## src/rtl/timer_a_pkg.sv

```systemverilog
// constants shared by the timer a channel counter
package timer_a_pkg;
    // register byte offsets on the avalon slave
    localparam logic [3:0] MODE_OFS = 4'h0;
    localparam logic [3:0] RUN_OFS = 4'h4;
    localparam logic [3:0] COUNT_OFS = 4'h8;
    localparam logic [3:0] STAT_OFS = 4'hc;
    // channel mode register layout
    localparam int MODE_W = 17;
    localparam int MODE_LSB = 0;
    localparam int MODE_MSB = 1;
    localparam int PULSE_EN_BIT = 2;
    localparam int GATE_EN_BIT = 3;
    localparam int GATE_LVL_BIT = 4;
    localparam int EDGE_RISE_BIT = 5;
    localparam int SW_UP_BIT = 6;
    localparam int DIR_PIN_BIT = 7;
    localparam int SRC_LSB = 8;
    localparam int SRC_MSB = 9;
    localparam int FREE_RUN_BIT = 10;
    localparam int TWO_PHASE_BIT = 11;
    localparam int X4_BIT = 12;
    localparam int INDEX_EN_BIT = 13;
    localparam int CLK_LSB = 14;
    localparam int CLK_MSB = 16;
    localparam logic [MODE_W-1:0] MODE_RST = 17'h00000;
    localparam logic [15:0] COUNT_RST = 16'h0000;
    localparam logic [15:0] COUNT_MAX = 16'hffff;
    localparam logic [15:0] COUNT_MIN = 16'h0000;
    // operating modes in the two-bit mode field
    localparam logic [1:0] MODE_TIMER = 2'h0;
    localparam logic [1:0] MODE_EVENT = 2'h1;
    localparam logic [1:0] MODE_ONESHOT = 2'h2;
    localparam logic [1:0] MODE_PWM = 2'h3;
    // event sources
    localparam logic [1:0] SRC_PIN = 2'h0;
    localparam logic [1:0] SRC_TB2 = 2'h1;
    localparam logic [1:0] SRC_PREV = 2'h2;
    localparam logic [1:0] SRC_NEXT = 2'h3;
    // prescaled clock selects
    localparam logic [2:0] CLK_DIV1 = 3'h0;
    localparam logic [2:0] CLK_DIV2 = 3'h1;
    localparam logic [2:0] CLK_DIV8 = 3'h2;
    localparam logic [2:0] CLK_DIV32 = 3'h3;
    localparam logic [2:0] CLK_SUB32 = 3'h4;
    // prescaler masks, strobe when all masked bits are one
    localparam logic [4:0] PRE_MASK2 = 5'h01;
    localparam logic [4:0] PRE_MASK8 = 5'h07;
    localparam logic [4:0] PRE_MASK32 = 5'h1f;
    localparam int CLK_HZ = 10000000;
endpackage

```

## src/rtl/timer_a_channel_counter.sv

```systemverilog
// one 16-bit timer a channel with avalon-mm register slave
//
// The Avalon-MM register port and the address map were left to the implementer.
`timescale 1ns/100ps
// Function
// RQ1: two-bit mode field picks timer, event counter, one-shot or pwm; one-shot and pwm leave the counter idle here.
// RQ2: timer mode counts one of five prescaled internal clocks.
// RQ3: timer mode counts down, reloads on underflow, keeps running.
// RQ4: timer mode divides by n plus one.
// RQ5: run bit starts counting, clearing it halts counting.
// RQ6: interrupt pulse on every underflow or overflow.
// RQ7: count register read returns the live counter.
// RQ8: write before first count pulse loads reload and counter.
// RQ9: write after first count pulse loads reload only.
// RQ10: gate function lets input pin level enable counting.
// RQ11: timer pulse output toggles on underflow, low when stopped.
// RQ12: event source is pin edge, timer b2, or neighbour channel.
// RQ13: single-phase direction from software bit or output pin level.
// RQ14: event overflow or underflow reloads, unless free-run.
// RQ15: event ratio up is ffff minus n plus one, down n plus one.
// RQ16: event pulse output toggles on wrap, low when stopped.
// RQ17: two-phase counting only on channels two to four.
// RQ18: normal two-phase counts input edges while output phase high.
// RQ19: multiply-by-4 counts up on all edges in forward phase.
// RQ20: multiply-by-4 counts down on all edges in reverse phase.
// RQ21: channel three selects processing, two normal, four times four.
// RQ22: channel three clears counter on index pulse in two-phase.
// RQ23: encoder holds each phase level at least one sample period.
module timer_a_channel_counter #(
    parameter int CHANNEL = 3
) (
    input wire logic clk_sys_i,
    input wire logic nrst_i,
    input wire logic [3:0] address_i,
    input wire logic read_i,
    input wire logic write_i,
    input wire logic [31:0] writedata_i,
    input wire logic [3:0] byteenable_i,
    output logic [31:0] readdata_o,
    output logic waitrequest_o,
    input wire logic subclk_i,
    input wire logic channel_input_pin_i,
    input wire logic channel_output_pin_i,
    output logic channel_output_pin_o,
    output logic channel_output_pin_oe_o,
    input wire logic index_pulse_i,
    input wire logic tb2_wrap_i,
    input wire logic prev_wrap_i,
    input wire logic next_wrap_i,
    output logic wrap_o,
    output logic irq_o
);
    typedef struct packed {
        logic [timer_a_pkg::MODE_W-1:0] mode;
        logic run;
        logic started;
        logic [15:0] cnt;
        logic [15:0] reload;
        logic [4:0] div;
        logic sub_prev;
        logic [4:0] sub_div;
        logic in_prev;
        logic out_prev;
        logic idx_prev;
        logic pulse;
        logic irq;
        logic ack;
        logic [31:0] rdata;
    } state_t;

    localparam bit HAS_TWO_PHASE = (CHANNEL >= 2) && (CHANNEL <= 4);
    localparam bit HAS_X4_SEL = (CHANNEL == 3);
    localparam bit FIXED_X4 = (CHANNEL == 4);

    state_t s_q;
    state_t s_d;
    logic [1:0] rst_sync_q;
    logic rst_n;

    // release of the async reset is retimed to the system clock
    always_ff @(posedge clk_sys_i or negedge nrst_i) begin
        if (!nrst_i) begin
            rst_sync_q <= 2'b00;
        end else begin
            rst_sync_q <= {rst_sync_q[0], 1'b1};
        end
    end
    assign rst_n = rst_sync_q[1];

    function automatic logic [31:0] merge(input logic [31:0] old,
                                          input logic [31:0] wd,
                                          input logic [3:0] be);
        logic [31:0] r;
        r = old;
        for (int b = 0; b < 4; b++) begin
            if (be[b]) begin
                r[8*b +: 8] = wd[8*b +: 8];
            end
        end
        return r;
    endfunction

    logic [1:0] mode_f;
    logic [2:0] clk_f;
    logic [1:0] src_f;
    logic two_phase;
    logic use_x4;
    logic pre_strobe;
    logic gate_ok;
    logic timer_tick;
    logic step_up;
    logic step_dn;
    logic index_clear;
    logic req_new;
    logic req_done;

    assign mode_f = s_q.mode[timer_a_pkg::MODE_MSB:timer_a_pkg::MODE_LSB];
    assign clk_f = s_q.mode[timer_a_pkg::CLK_MSB:timer_a_pkg::CLK_LSB];
    assign src_f = s_q.mode[timer_a_pkg::SRC_MSB:timer_a_pkg::SRC_LSB];
    // RQ17 two-phase gated
    assign two_phase = HAS_TWO_PHASE && s_q.mode[timer_a_pkg::TWO_PHASE_BIT];
    // RQ21 fixed processing
    assign use_x4 = FIXED_X4 || (HAS_X4_SEL && s_q.mode[timer_a_pkg::X4_BIT]);
    assign req_new = (read_i || write_i) && !s_q.ack;
    assign req_done = (read_i || write_i) && s_q.ack;

    // RQ2 prescaler select
    always_comb begin
        pre_strobe = 1'b0;
        unique case (clk_f)
            timer_a_pkg::CLK_DIV1: pre_strobe = 1'b1;
            timer_a_pkg::CLK_DIV2:
                pre_strobe = (s_q.div & timer_a_pkg::PRE_MASK2) ==
                             timer_a_pkg::PRE_MASK2;
            timer_a_pkg::CLK_DIV8:
                pre_strobe = (s_q.div & timer_a_pkg::PRE_MASK8) ==
                             timer_a_pkg::PRE_MASK8;
            timer_a_pkg::CLK_DIV32:
                pre_strobe = s_q.div == timer_a_pkg::PRE_MASK32;
            timer_a_pkg::CLK_SUB32:
                pre_strobe = subclk_i && !s_q.sub_prev &&
                             s_q.sub_div == timer_a_pkg::PRE_MASK32;
            default: pre_strobe = 1'b0;
        endcase
    end

    // RQ10 gate level
    assign gate_ok = !s_q.mode[timer_a_pkg::GATE_EN_BIT] ||
                     (channel_input_pin_i ==
                      s_q.mode[timer_a_pkg::GATE_LVL_BIT]);
    assign timer_tick = s_q.run && mode_f == timer_a_pkg::MODE_TIMER &&
                        gate_ok && pre_strobe;
    // RQ22 index clear
    assign index_clear = HAS_X4_SEL && s_q.run && two_phase &&
                         mode_f == timer_a_pkg::MODE_EVENT &&
                         s_q.mode[timer_a_pkg::INDEX_EN_BIT] &&
                         index_pulse_i && !s_q.idx_prev;

    // event counting steps
    always_comb begin
        logic in_rise;
        logic in_fall;
        logic in_chg;
        logic out_chg;
        logic src_ev;
        logic up;
        in_rise = channel_input_pin_i && !s_q.in_prev;
        in_fall = !channel_input_pin_i && s_q.in_prev;
        in_chg = in_rise || in_fall;
        out_chg = channel_output_pin_i != s_q.out_prev;
        src_ev = 1'b0;
        up = 1'b0;
        step_up = 1'b0;
        step_dn = 1'b0;
        if (s_q.run && mode_f == timer_a_pkg::MODE_EVENT) begin
            if (two_phase) begin
                if (use_x4) begin
                    // RQ19 forward quadrature
                    if (in_chg != out_chg) begin
                        up = channel_input_pin_i == s_q.out_prev;
                        step_up = up;
                        // RQ20 reverse quadrature
                        step_dn = !up;
                    end
                end else begin
                    // RQ18 normal two-phase
                    step_up = in_rise && channel_output_pin_i;
                    step_dn = in_fall && channel_output_pin_i;
                end
            end else begin
                // RQ12 source select
                unique case (src_f)
                    timer_a_pkg::SRC_PIN:
                        src_ev = s_q.mode[timer_a_pkg::EDGE_RISE_BIT] ?
                                 in_rise : in_fall;
                    timer_a_pkg::SRC_TB2: src_ev = tb2_wrap_i;
                    timer_a_pkg::SRC_PREV: src_ev = prev_wrap_i;
                    timer_a_pkg::SRC_NEXT: src_ev = next_wrap_i;
                endcase
                // RQ13 direction select
                up = s_q.mode[timer_a_pkg::DIR_PIN_BIT] ?
                     channel_output_pin_i : s_q.mode[timer_a_pkg::SW_UP_BIT];
                step_up = src_ev && up;
                step_dn = src_ev && !up;
            end
        end
    end

    always_comb begin
        logic [31:0] wd;
        logic [31:0] rd;
        logic free;
        wd = 32'h0000_0000;
        rd = 32'h0000_0000;
        free = s_q.mode[timer_a_pkg::FREE_RUN_BIT];
        s_d = s_q;
        s_d.irq = 1'b0;
        s_d.ack = req_new;
        s_d.div = s_q.div + 5'h01;
        s_d.sub_prev = subclk_i;
        if (subclk_i && !s_q.sub_prev) begin
            s_d.sub_div = s_q.sub_div + 5'h01;
        end
        s_d.in_prev = channel_input_pin_i;
        s_d.out_prev = channel_output_pin_i;
        s_d.idx_prev = index_pulse_i;

        if (timer_tick) begin
            s_d.started = 1'b1;
            // RQ3 RQ4 down count with reload
            if (s_q.cnt == timer_a_pkg::COUNT_MIN) begin
                s_d.cnt = s_q.reload;
                // RQ6 underflow request
                s_d.irq = 1'b1;
                // RQ11 toggle on underflow
                s_d.pulse = !s_q.pulse;
            end else begin
                s_d.cnt = s_q.cnt - 16'h0001;
            end
        end else if (step_up) begin
            s_d.started = 1'b1;
            // RQ14 RQ15 overflow reload or wrap
            if (s_q.cnt == timer_a_pkg::COUNT_MAX) begin
                s_d.cnt = free ? timer_a_pkg::COUNT_MIN : s_q.reload;
                // RQ6 overflow request
                s_d.irq = 1'b1;
                // RQ16 toggle on wrap
                s_d.pulse = !s_q.pulse;
            end else begin
                s_d.cnt = s_q.cnt + 16'h0001;
            end
        end else if (step_dn) begin
            s_d.started = 1'b1;
            // RQ14 RQ15 underflow reload or wrap
            if (s_q.cnt == timer_a_pkg::COUNT_MIN) begin
                s_d.cnt = free ? timer_a_pkg::COUNT_MAX : s_q.reload;
                s_d.irq = 1'b1;
                s_d.pulse = !s_q.pulse;
            end else begin
                s_d.cnt = s_q.cnt - 16'h0001;
            end
        end
        if (index_clear) begin
            s_d.cnt = timer_a_pkg::COUNT_MIN;
        end

        // RQ7 live count readback
        unique case (address_i)
            timer_a_pkg::MODE_OFS: rd[timer_a_pkg::MODE_W-1:0] = s_q.mode;
            timer_a_pkg::RUN_OFS: rd[CHANNEL] = s_q.run;
            timer_a_pkg::COUNT_OFS: rd[15:0] = s_q.cnt;
            timer_a_pkg::STAT_OFS: rd[1:0] = {s_q.pulse, s_q.started};
            default: rd = 32'h0000_0000;
        endcase
        if (req_new && read_i) begin
            s_d.rdata = rd;
        end

        if (req_done && write_i) begin
            unique case (address_i)
                timer_a_pkg::MODE_OFS: begin
                    wd = merge({15'h0000, s_q.mode}, writedata_i,
                               byteenable_i);
                    // RQ1 mode field
                    s_d.mode = wd[timer_a_pkg::MODE_W-1:0];
                end
                timer_a_pkg::RUN_OFS: begin
                    wd = merge({31'h0000_0000, s_q.run} << CHANNEL,
                               writedata_i, byteenable_i);
                    // RQ5 run control
                    s_d.run = wd[CHANNEL];
                end
                timer_a_pkg::COUNT_OFS: begin
                    wd = merge({16'h0000, s_q.reload}, writedata_i,
                               byteenable_i);
                    // RQ9 reload always written
                    s_d.reload = wd[15:0];
                    // RQ8 counter written before first pulse
                    if (!s_q.run || !s_q.started) begin
                        s_d.cnt = wd[15:0];
                    end
                end
                default: wd = 32'h0000_0000;
            endcase
        end
        // RQ5 RQ11 RQ16 stopped state
        if (!s_d.run) begin
            s_d.started = 1'b0;
            s_d.pulse = 1'b0;
        end
    end

    always_ff @(posedge clk_sys_i or negedge rst_n) begin
        if (!rst_n) begin
            s_q <= '{mode: timer_a_pkg::MODE_RST,
                     cnt: timer_a_pkg::COUNT_RST,
                     reload: timer_a_pkg::COUNT_RST,
                     rdata: 32'h0000_0000,
                     default: '0};
        end else begin
            s_q <= s_d;
        end
    end

    // the slave always inserts exactly one wait cycle
    assign waitrequest_o = req_new;
    assign readdata_o = s_q.rdata;
    assign irq_o = s_q.irq;
    assign wrap_o = s_q.irq;
    assign channel_output_pin_o = s_q.pulse;
    // pin is an input when used for direction or as a phase
    assign channel_output_pin_oe_o = s_q.mode[timer_a_pkg::PULSE_EN_BIT] &&
        !two_phase &&
        !(mode_f == timer_a_pkg::MODE_EVENT &&
          s_q.mode[timer_a_pkg::DIR_PIN_BIT]);

    // RQ1 pwm mode holds
    idle_mode_hold_a: assert property (  // RQ1
        @(posedge clk_sys_i) disable iff (!rst_n)
        (mode_f == timer_a_pkg::MODE_PWM && !(req_done && write_i))
        |=> $stable(s_q.cnt))
        else $error("counter moved in an unimplemented mode");
    // RQ2 div8 strobe
    div8_strobe_a: assert property (  // RQ2
        @(posedge clk_sys_i) disable iff (!rst_n)
        (timer_tick && clk_f == timer_a_pkg::CLK_DIV8)
        |-> s_q.div[2:0] == 3'h7)
        else $error("div8 tick off its prescaler phase");
    // RQ3 reload on underflow
    underflow_reload_a: assert property (  // RQ3
        @(posedge clk_sys_i) disable iff (!rst_n)
        (timer_tick && s_q.cnt == 16'h0000 && !(req_done && write_i))
        |=> s_q.cnt == $past(s_q.reload) && irq_o)
        else $error("underflow did not reload");
    // RQ5 stopped counter stable
    stopped_stable_a: assert property (  // RQ5
        @(posedge clk_sys_i) disable iff (!rst_n)
        (!s_q.run && !(req_done && write_i)) |=> $stable(s_q.cnt))
        else $error("stopped counter changed");
    // RQ6 irq cause
    irq_cause_a: assert property (  // RQ6
        @(posedge clk_sys_i) disable iff (!rst_n)
        irq_o |-> $past(s_q.cnt) == 16'h0000 || $past(s_q.cnt) == 16'hffff)
        else $error("interrupt without a wrap");
    // RQ8 write while stopped
    stopped_write_a: assert property (  // RQ8
        @(posedge clk_sys_i) disable iff (!rst_n)
        (req_done && write_i && address_i == timer_a_pkg::COUNT_OFS &&
         byteenable_i == 4'hf && !s_q.run)
        |=> s_q.cnt == $past(writedata_i[15:0]) &&
            s_q.reload == $past(writedata_i[15:0]))
        else $error("stopped write did not load counter");
    // RQ9 running write
    running_write_a: assert property (  // RQ9
        @(posedge clk_sys_i) disable iff (!rst_n)
        (req_done && write_i && address_i == timer_a_pkg::COUNT_OFS &&
         s_q.run && s_q.started && !timer_tick && !step_up && !step_dn &&
         !index_clear)
        |=> $stable(s_q.cnt))
        else $error("running write touched the counter");
    // RQ11 low when stopped
    stopped_low_a: assert property (  // RQ11
        @(posedge clk_sys_i) disable iff (!rst_n)
        !s_q.run |-> !channel_output_pin_o)
        else $error("pulse output high while stopped");
    // RQ22 index clear
    index_zero_a: assert property (  // RQ22
        @(posedge clk_sys_i) disable iff (!rst_n)
        (index_clear && !(req_done && write_i)) |=> s_q.cnt == 16'h0000)
        else $error("index pulse did not clear counter");
    // bus answers after one wait cycle
    bus_answer_a: assert property (
        @(posedge clk_sys_i) disable iff (!rst_n)
        (req_new && $stable(address_i)) |=> !waitrequest_o)
        else $error("slave wait state longer than one cycle");
endmodule // timer_a_channel_counter

```

## config.mk

```make
export PLATFORM = sky130hd
export DESIGN_NAME = timer_a_channel_counter
export DESIGN_NICKNAME = d
export VERILOG_FILES = /design/src/rtl/timer_a_pkg.sv /design/src/rtl/timer_a_channel_counter.sv
export SDC_FILE = /design/constraint.sdc
export NUM_CORES = 1
export LEC_CHECK = 0
export ABC_AREA = 1
export BUFFER_PORTS_ARGS = -buffer_cell sky130_fd_sc_hd__buf_2
export CAP_MARGIN = 20
export CELL_PAD_IN_SITES_DETAIL_PLACEMENT = 0
export CELL_PAD_IN_SITES_GLOBAL_PLACEMENT = 1
export CORE_MARGIN = 2
export CORE_UTILIZATION = 45
export DETAILED_ROUTE_END_ITERATION = 12
export PLACE_DENSITY_LB_ADDON = 0.3
export RECOVER_POWER = 25
export SETUP_SLACK_MARGIN = 0.3
export SYNTH_ARGS = -nofsm -noshare
export SYNTH_HDL_FRONTEND = slang
export SYNTH_SLANG_ARGS = --single-unit
export TNS_END_PERCENT = 1
```

## constraint.sdc

```tcl
create_clock -name clk_sys_i -period 4.5 [get_ports clk_sys_i]
set_input_delay 0.675 -clock clk_sys_i [delete_from_list [all_inputs] [get_ports clk_sys_i]]
set_output_delay 0.675 -clock clk_sys_i [all_outputs]
set_load 0.05 [all_outputs]
```

==> impl_metrics.tcl <==
set metrics [dict create \
    cts-htree-levels 3 \
    die_area_um2 14400 \
    postCtsSetupBuffers 0 \
    violations "capacitance limit, slew limit" \
    yosys_warnings 0 \
    cts.repair.resized 0 \
    die_y_um 120 \
    seq_area_um2 2180 \
    grt-ovfl-total 0 \
    io_pins 88 \
    antenna_found_initial 1 \
    fillers 1330 \
    via_per_inst 5.36 \
    wl_per_cell_um 16.6 \
    critPathCaptureType "flip-flop" \
    core_um2 13200 \
    setup-tns-final_ps 0 \
    cts_tree "yes" \
    fmax_mhz 346 \
    antenna_left 0 \
    synth_area_um2 6060 \
    tightest_slew_ps 2420 \
    initial_core_util_pct 46.0 \
    clock-sinks 87 \
    layout_commonest_cell "nand2_1" \
    synthDistinctLibCells 44 \
    switching_power_mw 1.61 \
    cts_hold_buf 0 \
    max_slew_margin_pct -61.4 \
    ys_seq_elements 87 \
    critPathKind "in -> reg" \
    combPwrFrac_pct 42.6 \
    track_usage_pct 25.3 \
    ys.flop_type "dfrtp_1" \
    syn_inst 867 \
    total_leakage_power_nw 3.28 \
    place.gp.congestion 0.981 \
    p_int_mw 1.81 \
    clock_path_buffers 2 \
    grt_max_degree 60 \
    switching_share_pct 47.0 \
    final-setup-viol-count 0 \
    seq_area_frac_synth_pct 35.9 \
    cp_max_fo 34 \
    mostFrequentLayoutCells "nand2_1 (262), dfrtp_1 (87), nand3_1 (83), o21ai_0 (83), inv_1 (77)" \
    cts_root_buf "clkbuf_16" \
    worstReg2RegEnd "s_q[65]$_DFF_PN0_" \
    dp.cells 1054 \
    vdd_drop_max_mv 0.257 \
    fin_crit_sh_pct 64.2 \
    rsz0062_at_grt "false" \
    multi_input_area_um2 3150 \
    r2r_slack_ps 1760 \
    grt_pass1_vias 5590 \
    clk_latency_ps 350 \
    die_x_um 120 \
    clk_pin_slew_ps 60 \
    hold_violations 0 \
    r2r_cells 11 \
    route.detailed.drc 0 \
    synth-async-reset-ratio_pct 100 \
    seqPwrFrac_pct 36.2 \
    arrival_ps 3120 \
    drv_cap 1 \
    antenna_cells 0 \
    grt_pass1_wl_mm 28.6 \
    hold_class "in -> async" \
    numCtsBuffers 9 \
    cp-start-kind "primary input" \
    powerDensity_nw_per_um2 526 \
    status "finished with violations" \
    timing.final.max_slew_violations 60 \
    io_buffers 56 \
    synth_edf_count 0 \
    std_cell_rows 42 \
    first_iter_violations 435 \
    pwr-share-clk_pct 21.2 \
    stdcell_count 1070 \
    nets 950 \
    area_delta_synth_final_pct 6.93 \
    period_needed_ps 2890 \
    cp.required_ps 4730 \
    syn_area_per_cell_um2 6.99 \
    drive_gt1_share_pct 13.6 \
    hpwl_mm 13.3 \
    vias 5733 \
    dr.pass1.iters 5 \
    r2r_start "s_q[44]$_DFF_PN0_" \
    finalClockSkew_ps 10.2 \
    drt_wl_total_mm 17.8 \
]
[worst max-delay path by stage]
stage | end | slack (ps) | cells after the start | start
final | s_q[80]$_DFF_PN0_ | 1610 | 14 | address_i[1]
after floorplan | channel_output_pin_o$_DFFE_PN0P_ | 1900 | 0 | rst_sync_q[1]$_DFF_PN0_
after CTS | s_q[80]$_DFF_PN0_ | 1600 | 14 | address_i[1]
after global placement | s_q[78]$_DFF_PN0_ | 1120 | 13 | address_i[1]
after global routing | s_q[75]$_DFF_PN0_ | 1430 | 14 | address_i[1]
after detailed placement | s_q[80]$_DFF_PN0_ | 1250 | 14 | address_i[1]
[cells by family (layout without fill, tap and decap cells)]
family,Yosys count,in the layout,share of synthesized area (%)
AOI/OAI and AO/OA,144,144,12.6
muxes,1,1,0.186
DFF,87,87,35.9
and+or+nand+nor,452,452,33.7
buffers and inverters,154,167,13.0
adders and majority gates,10,10,2.06
xor gates and xnor gates,17,17,2.46
other,2,16,0.124
[state kept, by name, summed over array words and instances (netlist names)]
| name | flops |
|---|---|
| s_q | 61 |
| readdata_o | 17 |
| clk_f | 3 |
| mode_f | 2 |
| rst_sync_q | 2 |
| channel_output_pin_o | 1 |
| irq_o | 1 |
[cell usage after synthesis, types with 2 or more instances]
| cell type | instances | area, µm² |
|---|---|---|
| nand3_1 | 83 | 415 |
| conb_1 | 2 | 7.51 |
| buf_2 | 6 | 30.0 |
| nor3_2 | 3 | 30.0 |
| xnor2_1 | 3 | 26.3 |
| inv_1 | 77 | 289 |
| xor2_1 | 14 | 123 |
| o21ai_0 | 83 | 415 |
| buf_4 | 37 | 278 |
| o31ai_1 | 2 | 15.0 |
| nand3_4 | 2 | 35.0 |
| nand4_1 | 6 | 37.5 |
| a31oi_1 | 2 | 12.5 |
| nor2_1 | 49 | 184 |
| clkbuf_1 | 12 | 45.0 |
| nand2_2 | 10 | 62.6 |
| or2_2 | 2 | 12.5 |
| clkinv_1 | 3 | 11.3 |
| nor2_2 | 7 | 43.8 |
| dfrtp_1 | 87 | 2180 |
| nor2_4 | 4 | 45.0 |
| nor3_4 | 2 | 32.5 |
| o21ai_1 | 17 | 85.1 |
| nand3_2 | 6 | 60.1 |
| nor3_1 | 10 | 50.1 |
| nand2_1 | 262 | 983 |
| ha_1 | 10 | 125 |
| a21oi_1 | 20 | 100 |
| buf_6 | 8 | 90.1 |
| inv_2 | 10 | 37.5 |
| o22ai_1 | 15 | 93.8 |
[critical path: stages]
cell and delay, ps:
buf_2 100, or2_4 260, inv_2 90, nand3_4 200, nor2_4 140, buf_4 320, nand2_2 100, inv_1 410
nor2_1 280, buf_6 240, inv_1 120, a21oi_1 50, nand2_1 80, nand2_1 50
[power by group through the flow]
stage	registers (mW)	clock network (mW)	logic (mW)
final	1.23	0.724	1.46
after global routing	1.26	0.765	1.62
after CTS	1.23	0.733	1.43
after detailed placement	1.24	0	1.42
after global placement	1.24	0	1.40
after floorplan	1.14	0	1.20
[metal layers]
layer  GRT usage (%)  wire length [µm]  vias up  part of all wire (%)
li1                -                 -     2802                     -
met1            35.0              7870     2666                    44
met2            39.7              8210      226                    46
met3            4.71              1250       37                   7.1
met4            9.19               415        2                   2.3
met5               0                13        -                 0.073
[per-stage QoR]
stage               hold slack (ps)  utilization, %  setup WS (ps)  cell area (µm²)  total power [mW]
floorplan                       331               -           1900             6120              2.34
global placement                344            47.0           1120             6200              2.64
detailed placement              346            47.1           1250             6210              2.66
CTS                            97.7            49.2           1600             6490              3.39
global route                    109            49.2           1430             6480              3.65
finish                          104            49.2           1610             6480              3.41
[final cells by class]
class                   count  share of cell area (%)
multi-input cells         640                    48.6
inverters                  91                    5.31
clock buffers              11                    3.74
clock inverters             5                   0.618
repair buffers             60                    4.75
well taps                 176                    3.40
flip-flops and latches     87                    33.6
Note: power is estimated with default switching activity, not from simulation.
